`config.mk`:
```
export PLATFORM = sky130hd
export DESIGN_NAME = sbm_top
export DESIGN_NICKNAME = d
export VERILOG_FILES = /design/src/verilog/sbm_pkg.sv /design/src/verilog/sbm_calc.sv /design/src/verilog/sbm_alert.sv /design/src/verilog/sbm_top.sv
export VERILOG_INCLUDE_DIRS = /design/src /design/src/verilog
export SDC_FILE = /design/constraint.sdc
export NUM_CORES = 2
export LEC_CHECK = 0
export BUFFER_PORTS_ARGS = -buffer_cell sky130_fd_sc_hd__buf_2
export CAP_MARGIN = 20
export CORE_MARGIN = 8
export CORE_UTILIZATION = 55
export CTS_CLUSTER_DIAMETER = 150
export DETAILED_ROUTE_END_ITERATION = 12
export PLACE_DENSITY = 0.71
export SLEW_MARGIN = 10
export SYNTH_ARGS = -nofsm -noshare
export SYNTH_HDL_FRONTEND = slang
export SYNTH_SLANG_ARGS = --single-unit
```
`constraint.sdc`:
```
create_clock -name clock -period 62.9 [get_ports clock]
set_input_delay 15.725 -clock clock [delete_from_list [all_inputs] [get_ports clock]]
set_output_delay 15.725 -clock clock [all_outputs]
set_load 0.03 [all_outputs]
```
`src/verilog/sbm_defines.svh`:
```
// constants for the shunt and bus measurement sequencer
`ifndef SBM_DEFINES_SVH
`define SBM_DEFINES_SVH

// timing: 10 MHz clock, 40 ms recovery after power-down
`define SBM_CLK_HZ        32'h00989680
`define SBM_MS_PER_S      32'h000003e8
`define SBM_PD_RECOVER_MS 32'h00000028

// register pointer values
`define SBM_REG_CONFIG  8'h00
`define SBM_REG_SHUNT   8'h01
`define SBM_REG_BUS     8'h02
`define SBM_REG_POWER   8'h03
`define SBM_REG_CURRENT 8'h04
`define SBM_REG_CALIB   8'h05
`define SBM_REG_MASK    8'h06
`define SBM_REG_LIMIT   8'h07

// configuration fields
`define SBM_CONFIG_RESET 16'h0007
`define SBM_CFG_MODE_HI  2
`define SBM_CFG_MODE_LO  0
`define SBM_CFG_SH_BIT   0
`define SBM_CFG_BUS_BIT  1
`define SBM_CFG_CONT_BIT 2
`define SBM_CFG_AVG_HI   11
`define SBM_CFG_AVG_LO   9
`define SBM_MODE_CONT    3'h7

// averaging: shift per code, nibble per code, code 0 lowest
`define SBM_AVG_SHIFTS   32'ha9876420

// alert select and flags register
`define SBM_MASK_RESET   16'h0000
`define SBM_MASK_WMASK   16'hfc03
`define SBM_ME_FUNC_HI   15
`define SBM_ME_FUNC_LO   11
`define SBM_ME_RDY_ALERT 10
`define SBM_ME_ALERT_FLG 4
`define SBM_ME_READY     3
`define SBM_ME_POLARITY  1
`define SBM_ME_LATCH     0

// function enable positions inside the five-bit select
`define SBM_FN_SH_OVER   4
`define SBM_FN_SH_UNDER  3
`define SBM_FN_BUS_OVER  2
`define SBM_FN_BUS_UNDER 1
`define SBM_FN_PWR_OVER  0

// arithmetic
`define SBM_ACC_W        26
`define SBM_CUR_SHIFT    11
`define SBM_PWR_DIV      32'h00004e20
`define SBM_PWR_MAX      32'h0000ffff

`endif

```
`src/verilog/sbm_pkg.sv`:
```
// types and shared helpers of the measurement sequencer
`default_nettype none
`include "sbm_defines.svh"

package sbm_pkg;

	typedef enum logic [1:0] {
		ST_IDLE,
		ST_WAKE,
		ST_SH_WAIT,
		ST_BUS_WAIT
	} sbm_state_type;

	typedef struct packed {
		sbm_state_type          state;
		logic [15:0]            cfg;
		logic [15:0]            calib;
		logic                   cal_set;
		logic [15:0]            mask;
		logic [15:0]            limit;
		logic [15:0]            o_sh;
		logic [15:0]            o_bus;
		logic [15:0]            o_cur;
		logic [15:0]            o_pow;
		logic [`SBM_ACC_W-1:0]  acc_sh;
		logic [`SBM_ACC_W-1:0]  acc_bus;
		logic [`SBM_ACC_W-1:0]  acc_cur;
		logic [`SBM_ACC_W-1:0]  acc_pow;
		logic [10:0]            cnt;
		logic                   pend;
		logic                   ready;
		logic [18:0]            wake;
		logic                   adc_start;
		logic                   adc_bus;
		logic                   pd;
		logic [15:0]            rdata;
		logic                   rvalid;
	} sbm_seq_type;

	typedef struct packed {
		logic [15:0] cur;
		logic        cur_v;
		logic [15:0] pow;
		logic        pow_v;
	} sbm_calc_type;

	typedef struct packed {
		logic aff;
		logic oe;
	} sbm_alert_type;

	function automatic logic [3:0] avg_shift(input logic [2:0] code);
		logic [31:0] lut;
		lut = `SBM_AVG_SHIFTS;
		return lut[{code, 2'b00} +: 4];
	endfunction

	function automatic logic [10:0] avg_last(input logic [2:0] code);
		logic [10:0] one;
		one = 11'h001;
		return (one << avg_shift(code)) - one;
	endfunction

	function automatic logic [`SBM_ACC_W-1:0] sext(input logic [15:0] d,
		input logic sgn);
		return {{(`SBM_ACC_W-16){sgn & d[15]}}, d};
	endfunction

	function automatic logic [15:0] avg_out(
		input logic [`SBM_ACC_W-1:0] sum, input logic [2:0] code,
		input logic sgn);
		logic [`SBM_ACC_W-1:0] r;
		if (sgn) begin
			r = $signed(sum) >>> avg_shift(code);
		end else begin
			r = sum >> avg_shift(code);
		end
		return r[15:0];
	endfunction

endpackage
`default_nettype wire

```
`src/verilog/sbm_calc.sv`:
```
// background current and power arithmetic, one cycle after each sample
`timescale 1ns/1ps
`default_nettype none
`include "sbm_defines.svh"

module sbm_calc import sbm_pkg::*; (
	// clock and control
	input  wire logic        clock,
	input  wire logic        rst_n,
	input  wire logic        ce,
	// samples
	input  wire logic        sh_valid,
	input  wire logic [15:0] sh_data,
	input  wire logic        bus_valid,
	input  wire logic [15:0] bus_data,
	// calibration
	input  wire logic [15:0] calib,
	input  wire logic        cal_set,
	// results
	output logic             cur_valid,
	output logic [15:0]      cur,
	output logic             pow_valid,
	output logic [15:0]      pow
);

	sbm_calc_type s_q;
	sbm_calc_type n;
	logic signed [32:0] prod_c;
	logic signed [32:0] cur_full;
	logic [15:0]        mag;
	logic [31:0]        prod_p;
	logic [31:0]        quo;

	always_comb begin
		n = s_q;
		n.cur_v = sh_valid;
		n.pow_v = bus_valid;
		prod_c = $signed(sh_data) * $signed({1'b0, calib});
		cur_full = prod_c >>> `SBM_CUR_SHIFT;
		mag = s_q.cur[15] ? (16'h0000 - s_q.cur) : s_q.cur;
		prod_p = mag * bus_data;
		quo = prod_p / `SBM_PWR_DIV;
		if (sh_valid) begin
			n.cur = cal_set ? cur_full[15:0] : 16'h0000;
		end
		// power saturates rather than wrapping
		if (bus_valid) begin
			if (!cal_set) begin
				n.pow = 16'h0000;
			end else if (quo > `SBM_PWR_MAX) begin
				n.pow = 16'hffff;
			end else begin
				n.pow = quo[15:0];
			end
		end
	end

	always_ff @(posedge clock) begin
		if (!rst_n) begin
			s_q <= '0;
		end else if (ce) begin
			s_q <= n;
		end
	end

	assign cur_valid = s_q.cur_v;
	assign cur = s_q.cur;
	assign pow_valid = s_q.pow_v;
	assign pow = s_q.pow;

	cur_next_a: assert property (@(posedge clock) disable iff (!rst_n)
		ce && sh_valid |=> cur_valid && ($past(cal_set) || cur == 16'h0000))
		else $error("current result late");
	cal_zero_a: assert property (@(posedge clock) disable iff (!rst_n)
		ce && bus_valid && !cal_set |=> pow_valid && pow == 16'h0000)
		else $error("power not zero without calibration");

endmodule
`default_nettype wire

```
`src/verilog/sbm_alert.sv`:
```
// limit comparison and open-drain alert drive
`timescale 1ns/1ps
`default_nettype none
`include "sbm_defines.svh"

module sbm_alert import sbm_pkg::*; (
	// clock and control
	input  wire logic        clock,
	input  wire logic        rst_n,
	input  wire logic        ce,
	// settings
	input  wire logic [4:0]  func_en,
	input  wire logic        latch_en,
	input  wire logic        polarity,
	input  wire logic        ready_alert_en,
	input  wire logic        ready,
	input  wire logic [15:0] limit,
	// samples
	input  wire logic        sh_valid,
	input  wire logic [15:0] sh_data,
	input  wire logic        bus_valid,
	input  wire logic [15:0] bus_data,
	input  wire logic        pow_valid,
	input  wire logic [15:0] pow_data,
	// flag clear
	input  wire logic        clear,
	// outputs
	output logic             alert_function_flag,
	output logic             alert_oe
);

	sbm_alert_type s_q;
	sbm_alert_type n;
	logic          ev;
	logic          exc;

	// highest enabled function wins, lower enables are ignored
	always_comb begin
		ev = 1'b0;
		exc = 1'b0;
		if (func_en[`SBM_FN_SH_OVER]) begin
			ev = sh_valid;
			exc = $signed(sh_data) > $signed(limit);
		end else if (func_en[`SBM_FN_SH_UNDER]) begin
			ev = sh_valid;
			exc = $signed(sh_data) < $signed(limit);
		end else if (func_en[`SBM_FN_BUS_OVER]) begin
			ev = bus_valid;
			exc = bus_data > limit;
		end else if (func_en[`SBM_FN_BUS_UNDER]) begin
			ev = bus_valid;
			exc = bus_data < limit;
		end else if (func_en[`SBM_FN_PWR_OVER]) begin
			ev = pow_valid;
			exc = pow_data > limit;
		end
	end

	always_comb begin
		n = s_q;
		if (latch_en) begin
			n.aff = (s_q.aff & !clear) | (ev & exc);
		end else if (ev) begin
			n.aff = exc;
		end else begin
			n.aff = s_q.aff & !clear;
		end
		n.oe = (n.aff | (ready_alert_en & ready)) ^ polarity;
	end

	always_ff @(posedge clock) begin
		if (!rst_n) begin
			s_q <= '0;
		end else if (ce) begin
			s_q <= n;
		end
	end

	assign alert_function_flag = s_q.aff;
	assign alert_oe = s_q.oe;

	latch_hold_a: assert property (@(posedge clock) disable iff (!rst_n)
		ce && latch_en && s_q.aff && !clear |=> alert_function_flag)
		else $error("latched alert flag dropped");
	prio_a: assert property (@(posedge clock) disable iff (!rst_n)
		ce && func_en[`SBM_FN_SH_OVER] && !latch_en && sh_valid
		&& $signed(sh_data) <= $signed(limit) |=> !alert_function_flag)
		else $error("lower priority function acted");
	shunt_over_a: assert property (@(posedge clock) disable iff (!rst_n)
		ce && func_en[`SBM_FN_SH_OVER] && sh_valid
		&& $signed(sh_data) > $signed(limit)
		|=> alert_function_flag ##0 (alert_oe == !$past(polarity)))
		else $error("shunt over limit missed");

endmodule
`default_nettype wire

```
`src/verilog/sbm_top.sv`:
```
// measurement sequencer, averaging, register file and alert of the monitor
// Operation
// - continuous mode repeats shunt then bus conversions without host action
// - current follows each shunt sample, power follows each bus sample
// - current and power read zero until calibration is written
// - samples add into accumulators until the averaging count is reached
// - averaged results load together and hold until the next full cycle
// - register reads never disturb or delay a conversion
// - mode codes select shunt only, bus only, or both channels
// - arithmetic runs beside conversions, adding no conversion time
// - a single-shot code runs the averaging count of measurement sets, then stops
// - every configuration write retriggers single-shot, even unchanged
// - power-down keeps registers alive, idles, device waits recovery time before restarting
// - ready flag sets only after a whole cycle is finished
// - ready clears on configuration write (not power-down) or mask read
// - one limit register holds the threshold of the one chosen function
// - with several enables, only the highest enable bit is monitored
// - open-drain alert level follows the polarity bit when flag is set
// - shunt functions compare each shunt sample and set the flag
// - bus functions compare each bus sample, flag and pin assert
// - power function compares each computed power, flag and pin assert
// - latched flag and pin hold until configuration write or mask read
// - comparisons use raw per-sample values, not averages
`timescale 1ns/1ps
`default_nettype none
`include "sbm_defines.svh"

module sbm_top import sbm_pkg::*; #(
	parameter logic [18:0] RECOVER_CYCLES = 19'(`SBM_PD_RECOVER_MS
		* (`SBM_CLK_HZ / `SBM_MS_PER_S))
) (
	// clock, reset, enable
	input  wire logic        clock,
	input  wire logic        rst_n,
	input  wire logic        ce,
	// register port
	input  wire logic        reg_wr,
	input  wire logic        reg_rd,
	input  wire logic [7:0]  reg_addr,
	input  wire logic [15:0] reg_wdata,
	output logic [15:0]      reg_rdata,
	output logic             reg_rvalid,
	// converter
	output logic             adc_start,
	output logic             adc_sel_bus,
	output logic             adc_power_down,
	input  wire logic        adc_done,
	input  wire logic [15:0] adc_data,
	// alert pin, open drain
	input  wire logic        alert_in,
	output logic             alert_out,
	output logic             alert_oe
);

	localparam sbm_seq_type SEQ_RESET = '{state: ST_WAKE,
		cfg: `SBM_CONFIG_RESET, mask: `SBM_MASK_RESET, default: '0};

	sbm_seq_type s_q;
	sbm_seq_type n;
	logic [2:0]  mode;
	logic [2:0]  nmode;
	logic [2:0]  avg;
	logic        cfg_wr;
	logic        mask_rd;
	logic        wr_pd;
	logic        old_pd;
	logic        last;
	logic        sh_done;
	logic        bus_done;
	logic        set_end;
	logic        fin;
	logic        go_sh;
	logic        go_bus;
	logic        cur_valid;
	logic [15:0] cur;
	logic        pow_valid;
	logic [15:0] pow;
	logic        alert_function_flag;

	always_comb begin
		n = s_q;
		n.adc_start = 1'b0;
		n.rvalid = 1'b0;
		go_sh = 1'b0;
		go_bus = 1'b0;
		mode = s_q.cfg[`SBM_CFG_MODE_HI:`SBM_CFG_MODE_LO];
		nmode = reg_wdata[`SBM_CFG_MODE_HI:`SBM_CFG_MODE_LO];
		avg = s_q.cfg[`SBM_CFG_AVG_HI:`SBM_CFG_AVG_LO];
		cfg_wr = reg_wr && (reg_addr == `SBM_REG_CONFIG);
		mask_rd = reg_rd && (reg_addr == `SBM_REG_MASK);
		wr_pd = !nmode[`SBM_CFG_SH_BIT] && !nmode[`SBM_CFG_BUS_BIT];
		old_pd = !mode[`SBM_CFG_SH_BIT] && !mode[`SBM_CFG_BUS_BIT];
		last = (s_q.cnt == avg_last(avg));
		sh_done = adc_done && (s_q.state == ST_SH_WAIT);
		bus_done = adc_done && (s_q.state == ST_BUS_WAIT);
		set_end = (sh_done && !mode[`SBM_CFG_BUS_BIT]) || bus_done;
		// the averaging cycle ends on its last channel's arithmetic result
		fin = s_q.pend && (mode[`SBM_CFG_BUS_BIT] ? pow_valid : cur_valid);

		if (reg_wr) begin
			case (reg_addr)
			`SBM_REG_CONFIG: n.cfg = reg_wdata;
			`SBM_REG_CALIB: begin
				n.calib = reg_wdata;
				n.cal_set = 1'b1;
			end
			`SBM_REG_MASK: n.mask = reg_wdata & `SBM_MASK_WMASK;
			`SBM_REG_LIMIT: n.limit = reg_wdata;
			default: ;
			endcase
		end

		// reads sample state, a mask read also clears ready and the alert flag, sequencing never looks at them
		if (reg_rd) begin
			n.rvalid = 1'b1;
			case (reg_addr)
			`SBM_REG_CONFIG: n.rdata = s_q.cfg;
			`SBM_REG_SHUNT: n.rdata = s_q.o_sh;
			`SBM_REG_BUS: n.rdata = s_q.o_bus;
			`SBM_REG_POWER: n.rdata = s_q.o_pow;
			`SBM_REG_CURRENT: n.rdata = s_q.o_cur;
			`SBM_REG_CALIB: n.rdata = s_q.calib;
			`SBM_REG_MASK: begin
				n.rdata = s_q.mask;
				n.rdata[`SBM_ME_ALERT_FLG] = alert_function_flag;
				n.rdata[`SBM_ME_READY] = s_q.ready;
			end
			`SBM_REG_LIMIT: n.rdata = s_q.limit;
			default: n.rdata = 16'h0000;
			endcase
		end

		if (sh_done) begin
			n.acc_sh = s_q.acc_sh + sext(adc_data, 1'b1);
		end
		if (bus_done) begin
			n.acc_bus = s_q.acc_bus + sext(adc_data, 1'b0);
		end
		if (cur_valid) begin
			n.acc_cur = s_q.acc_cur + sext(cur, 1'b1);
		end
		if (pow_valid) begin
			n.acc_pow = s_q.acc_pow + sext(pow, 1'b0);
		end
		if (set_end) begin
			if (last) begin
				n.pend = 1'b1;
				n.cnt = 11'h000;
			end else begin
				n.cnt = s_q.cnt + 11'h001;
			end
		end

		// next conversion starts at once, arithmetic trails in background
		case (s_q.state)
		ST_WAKE: begin
			if (s_q.wake == 19'h00000) begin
				go_sh = mode[`SBM_CFG_SH_BIT];
				go_bus = !mode[`SBM_CFG_SH_BIT];
			end else begin
				n.wake = s_q.wake - 19'h00001;
			end
		end
		ST_SH_WAIT: begin
			if (sh_done) begin
				if (mode[`SBM_CFG_BUS_BIT]) begin
					go_bus = 1'b1;
				end else if (!last || mode[`SBM_CFG_CONT_BIT]) begin
					go_sh = 1'b1;
				end else begin
					n.state = ST_IDLE;
				end
			end
		end
		ST_BUS_WAIT: begin
			if (bus_done) begin
				if (last && !mode[`SBM_CFG_CONT_BIT]) begin
					n.state = ST_IDLE;
				end else if (mode[`SBM_CFG_SH_BIT]) begin
					go_sh = 1'b1;
				end else begin
					go_bus = 1'b1;
				end
			end
		end
		default: ;
		endcase

		if ((cfg_wr && !wr_pd) || mask_rd) begin
			n.ready = 1'b0;
		end
		if (fin) begin
			if (mode[`SBM_CFG_SH_BIT]) begin
				n.o_sh = avg_out(n.acc_sh, avg, 1'b1);
				n.o_cur = avg_out(n.acc_cur, avg, 1'b1);
			end
			if (mode[`SBM_CFG_BUS_BIT]) begin
				n.o_bus = avg_out(n.acc_bus, avg, 1'b0);
				n.o_pow = avg_out(n.acc_pow, avg, 1'b0);
			end
			n.acc_sh = '0;
			n.acc_bus = '0;
			n.acc_cur = '0;
			n.acc_pow = '0;
			n.pend = 1'b0;
			n.ready = 1'b1;
		end

		// any configuration write that is not power-down restarts, same mode included
		if (cfg_wr) begin
			n.cnt = 11'h000;
			n.pend = 1'b0;
			n.acc_sh = '0;
			n.acc_bus = '0;
			n.acc_cur = '0;
			n.acc_pow = '0;
			go_sh = 1'b0;
			go_bus = 1'b0;
			n.state = ST_IDLE;
			if (!wr_pd) begin
				if (old_pd) begin
					n.state = ST_WAKE;
					n.wake = RECOVER_CYCLES;
				end else begin
					go_sh = nmode[`SBM_CFG_SH_BIT];
					go_bus = !nmode[`SBM_CFG_SH_BIT];
				end
			end
		end

		if (go_sh) begin
			n.state = ST_SH_WAIT;
			n.adc_start = 1'b1;
			n.adc_bus = 1'b0;
		end else if (go_bus) begin
			n.state = ST_BUS_WAIT;
			n.adc_start = 1'b1;
			n.adc_bus = 1'b1;
		end
		n.pd = (n.state == ST_IDLE) && !n.cfg[`SBM_CFG_SH_BIT]
			&& !n.cfg[`SBM_CFG_BUS_BIT];
	end

	always_ff @(posedge clock) begin
		if (!rst_n) begin
			s_q <= SEQ_RESET;
		end else if (ce) begin
			s_q <= n;
		end
	end

	sbm_calc u_calc (
		.clock     (clock),
		.rst_n     (rst_n),
		.ce        (ce),
		.sh_valid  (sh_done),
		.sh_data   (adc_data),
		.bus_valid (bus_done),
		.bus_data  (adc_data),
		.calib     (s_q.calib),
		.cal_set   (s_q.cal_set),
		.cur_valid (cur_valid),
		.cur       (cur),
		.pow_valid (pow_valid),
		.pow       (pow)
	);

	// flags clear on config write or mask read, a new excess still wins
	sbm_alert u_alert (
		.clock               (clock),
		.rst_n               (rst_n),
		.ce                  (ce),
		.func_en             (s_q.mask[`SBM_ME_FUNC_HI:`SBM_ME_FUNC_LO]),
		.latch_en            (s_q.mask[`SBM_ME_LATCH]),
		.polarity            (s_q.mask[`SBM_ME_POLARITY]),
		.ready_alert_en      (s_q.mask[`SBM_ME_RDY_ALERT]),
		.ready               (s_q.ready),
		.limit               (s_q.limit),
		.sh_valid            (sh_done),
		.sh_data             (adc_data),
		.bus_valid           (bus_done),
		.bus_data            (adc_data),
		.pow_valid           (pow_valid),
		.pow_data            (pow),
		.clear               (cfg_wr || mask_rd),
		.alert_function_flag (alert_function_flag),
		.alert_oe            (alert_oe)
	);

	// pin level is not needed, the device only pulls low
	assign alert_out = 1'b0;
	assign reg_rdata = s_q.rdata;
	assign reg_rvalid = s_q.rvalid;
	assign adc_start = s_q.adc_start;
	assign adc_sel_bus = s_q.adc_bus;
	assign adc_power_down = s_q.pd;

	ready_set_a: assert property (@(posedge clock) disable iff (!rst_n)
		ce && fin |=> s_q.ready)
		else $error("ready flag not set after cycle");
	ready_clear_a: assert property (@(posedge clock) disable iff (!rst_n)
		ce && mask_rd && !fin |=> !s_q.ready)
		else $error("ready flag not cleared by mask read");
	ready_pd_a: assert property (@(posedge clock) disable iff (!rst_n)
		ce && cfg_wr && wr_pd && !mask_rd && s_q.ready |=> s_q.ready)
		else $error("power-down write cleared ready flag");
	out_hold_a: assert property (@(posedge clock) disable iff (!rst_n)
		!(ce && fin) |=> $stable(s_q.o_sh) && $stable(s_q.o_cur)
		&& $stable(s_q.o_bus) && $stable(s_q.o_pow))
		else $error("outputs changed outside cycle end");
	cal_zero_a: assert property (@(posedge clock) disable iff (!rst_n)
		!s_q.cal_set |-> s_q.o_cur == 16'h0000 && s_q.o_pow == 16'h0000)
		else $error("current or power nonzero without calibration");
	single_stop_a: assert property (@(posedge clock) disable iff (!rst_n)
		ce && bus_done && last && !mode[`SBM_CFG_CONT_BIT] && !cfg_wr
		|=> s_q.state == ST_IDLE && !adc_start
		##1 ($past(cfg_wr) || !adc_start))
		else $error("single shot did not stop");
	trigger_a: assert property (@(posedge clock) disable iff (!rst_n)
		ce && cfg_wr && !wr_pd && !old_pd |=> adc_start && s_q.pend == 1'b0)
		else $error("config write did not trigger");
	pd_idle_a: assert property (@(posedge clock) disable iff (!rst_n)
		ce && cfg_wr && wr_pd |=> s_q.state == ST_IDLE && adc_power_down)
		else $error("power-down not entered");
	cont_next_a: assert property (@(posedge clock) disable iff (!rst_n)
		ce && bus_done && mode == `SBM_MODE_CONT && !cfg_wr
		|=> adc_start && !adc_sel_bus)
		else $error("continuous mode did not restart shunt");

endmodule
`default_nettype wire

```
==> flow_summary_export.csv <==
group,metric,value,unit
run_status,outcome,"complete, no violations",
cts,cts_root_buffer,"clkbuf_16",
timing,max_freq,24.3,MHz
timing,skew,18.8,ps
timing,timing.final.crit_period,41200,ps
yosys,syn-mean-instance-area,7.71,µm²
cells_and_area,layout.nets,6208,
cells_and_area,drive_gt1_frac,0.0617,
detailed_routing,finalWirelength,128000,µm
yosys,synth-seq-area-share,0.145,
global_route,grt_antenna_before_repair,1,
yosys,synth_edf_count,0,
worst_setup_path,worstSetupStartpoint,"adc_data[15]",
timing,hold_viol,0,
timing,period_share,0.655,
worst_setup_path,worstSetupPathDepth,78,
timing,fin_hold_ws,455,ps
placement,port_buffers,66,
detailed_routing,wl_per_cell,19.5,µm
detailed_routing,post-route-drc-count,0,
worst_setup_path,path_common_cell,"fa_1",
power_and_ir_drop,ir_worst_vdd,18.1,µV
yosys,ys.flop_type,"dfxtp_1",
floorplanning,rows,103,
detailed_routing,drtIter0Drc,3364,
timing,finalSetupTns,0,ps
global_route,grt_first_pass_wirelength,208000,µm
worst_setup_path,crit_family,"compound AO/OA/AOI/OAI gates",
worst_setup_path,required,63330,ps
floorplanning,ios,69,
power_and_ir_drop,p_total,541,µW
worst_setup_path,cp_data_arrival_time,41630,ps
floorplanning,fp.dieW,297,µm
worst_setup_path,crit_fanout,34,
cts,clk_latency,560,ps
worst_setup_path,cp-start-kind,"input pin",
detailed_routing,via_per_inst,6.13,
placement,placed_cells,6475,
worst_setup_path,critPathKind,"input pin to flop",
min_path,hold_path.class,"flop to flop",
timing,max_slew_margin,0.233,
cells_and_area,area_delta_synth_final,5.23,%
yosys,synth_nets,6378,
cells_and_area,fin_cells,6547,
worst_setup_path,rr_worst_depth,85,
detailed_routing,drt_first_pass_iters,9,
yosys,synthCells,5637,
placement,gp_congestion,0.987,
floorplanning,start_util,0.553,
worst_setup_path,regToRegStartpoint,"u_calc.cur[0]",
global_route,first_global_vias,38784,
worst_setup_path,timing.critical_path.buf_inv,5,
timing,rsz0062_at_grt,"false",
detailed_routing,postRouteAntennaNets,0,
global_route,grtUsageTotal,0.282,
cts,clock_sinks,315,
floorplanning,die_y,297,µm
worst_setup_path,slowest_stage,"xor2_1",
placement,place_hpwl,94000,µm
timing,setup_viol,0,
cts,cts_buffers,36,
power_and_ir_drop,p_leak,20.7,nW
worst_setup_path,regToRegSetupSlack,35770,ps
timing,worst_pin_slew,1150,ps
cts,cts_tree,"built",
worst_setup_path,cp-endpoint,"u_calc.pow[0]",
cts,cts_resized,0,
worst_setup_path,slowest_delay,710,ps
flow_run,drv_cap,0,
timing,drv_slew,0,
cts,hold_buffers,0,
yosys,synth_seq_cells,315,
yosys,synth.distinct_cells,122,
cts,clock_path_buffers,3,
cts,htree_num_levels,2,
floorplanning,coreArea,78600,µm²
worst_setup_path,end_kind,"flop",
detailed_routing,num_vias,40123,
floorplanning,die_area,88300,µm²
yosys,netlist_area,43500,µm²
yosys,synthArstFlopShare,0,
yosys,yosys_warnings,0,
power_and_ir_drop,pwr_density_cell,11.8,nW/µm²
global_route,grt-ovfl-total,0,
worst_setup_path,timing.rr.end,"u_calc.pow[0]",
cells_and_area,final_util,0.582,
cts,cts_setup_buffers,0,
global_route,grt_max_degree,165,
cts,clkTransAtPathRegs,60,ps
-- kinds of logic (layout without fill, tap and decap cells) --
| group | after synthesis | after routing | synth area share |
|---|---|---|---|
| adder cells (fa/ha/maj) | 702 | 702 | 0.268 |
| XOR/XNOR | 272 | 272 | 0.0568 |
| AND/OR/NAND/NOR | 1971 | 1971 | 0.208 |
| other | 2 | 5 | 0.000173 |
| buffers and inverters | 878 | 735 | 0.0781 |
| AO/OA/AOI/OAI | 1334 | 1334 | 0.205 |
| multiplexers | 163 | 163 | 0.0391 |
| flip-flops | 315 | 315 | 0.145 |
-- routing by layer --
metal / up-vias / global-route usage / wire length [µm]
met1: 19516 / 0.369 / 53800
met3: 291 / 0.0387 / 9030
met5: - / 0 / 0
li1: 18851 / - / -
met2: 1465 / 0.469 / 59800
met4: 0 / 0.110 / 5230
-- cells in the mapped netlist (32+ instances only) --
cell type	number	share of area
o221ai_1	32	0.0064
clkbuf_1	277	0.024
nor3_1	89	0.010
a211oi_1	49	0.0085
nand2_1	733	0.063
xnor2_1	193	0.039
ha_1	310	0.089
nor2_1	544	0.047
nand2b_1	39	0.0056
xor2_1	70	0.014
a31oi_1	54	0.0078
a21oi_1	499	0.057
mux2i_1	140	0.032
dfxtp_1	315	0.15
inv_1	537	0.046
nand3_1	95	0.011
and2_1	243	0.035
a22oi_1	79	0.014
o21bai_1	61	0.011
o211ai_1	46	0.0079
nand4_1	33	0.0047
fa_1	384	0.18
a21o_1	53	0.0092
and3_1	49	0.0071
o21ai_0	137	0.016
-- metrics by stage --
step	instance area, µm²	setup WS [ps]
2_1_floorplan	43500	26070
3_3_place_gp	44300	21450
3_5_place_dp	44300	21070
4_1_cts	45700	21690
5_1_grt	45700	19800
6_report	45700	21700
-- sequential cells by signal, summed over array words and instances, names as in the netlist --
| register | flops |
|---|---|
| s_q | 253 |
| avg | 3 |
| adc_start | 1 |
| u_alert.alert_function_flag | 1 |
| adc_power_down | 1 |
| reg_rdata | 16 |
| u_calc.pow_valid | 1 |
| adc_sel_bus | 1 |
| u_calc.cur_valid | 1 |
| mode | 3 |
| reg_rvalid | 1 |
| u_calc.pow | 16 |
| u_alert.alert_oe | 1 |
| u_calc.cur | 16 |
-- how the worst min path moves through the flow --
stage / start / end / slack (ps) / depth (start not counted)
floorplan: s_q[28] / s_q[28] / 430 / 2
global placement: s_q[198] / s_q[198] / 440 / 2
detailed placement: s_q[28] / s_q[28] / 450 / 2
CTS: s_q[28] / s_q[28] / 450 / 2
global route: s_q[277] / s_q[277] / 490 / 2
finish: s_q[28] / s_q[28] / 450 / 2
-- area by class of cell --
type	instances	area, µm²
clock buffers	49	1040
repair buffers	131	822
diodes	3	7.51
clock inverters	16	315
multi-input cells	4444	33900
inverters	539	2030
fillers	7261	32900
flip-flops and latches	315	6310
well taps	1050	1310
-- cell usage in the layout (no fill, tap or decap), types with 52 or more instances in the layout --
cell type and count:
inv_1 536, nand3_1 94, nor3_1 88, fa_1 384, dfxtp_1 315, a21o_1 52, o21bai_1 61, nor2_1 542
xor2_1 70, ha_1 310, mux2i_1 140, nand2_1 733, and2_1 243, o21ai_0 137, a31oi_1 54, buf_2 66
xnor2_1 185, a21oi_1 498, buf_4 63, a22oi_1 79
-- worst register-to-register path, delay by kind of cell (launching register included) --
family | cells | cell delay [ps]
XOR/XNOR | 10 | 4220
adder cells (fa/ha/maj) | 10 | 4490
AND/OR/NAND/NOR | 19 | 5370
multiplexers | 2 | 790
buffers and inverters | 7 | 660
AO/OA/AOI/OAI | 37 | 11180
flip-flops | 1 | 310
-- report_power, final --
part / leakage (nW) / switching [mW] / internal (mW)
registers: 2.54 / 0.00543 / 0.205
clock network: 0.664 / 0.0911 / 0.153
logic: 17.4 / 0.0563 / 0.0295
total: 20.7 / 0.153 / 0.388
Power figures use the tool's default switching activity.
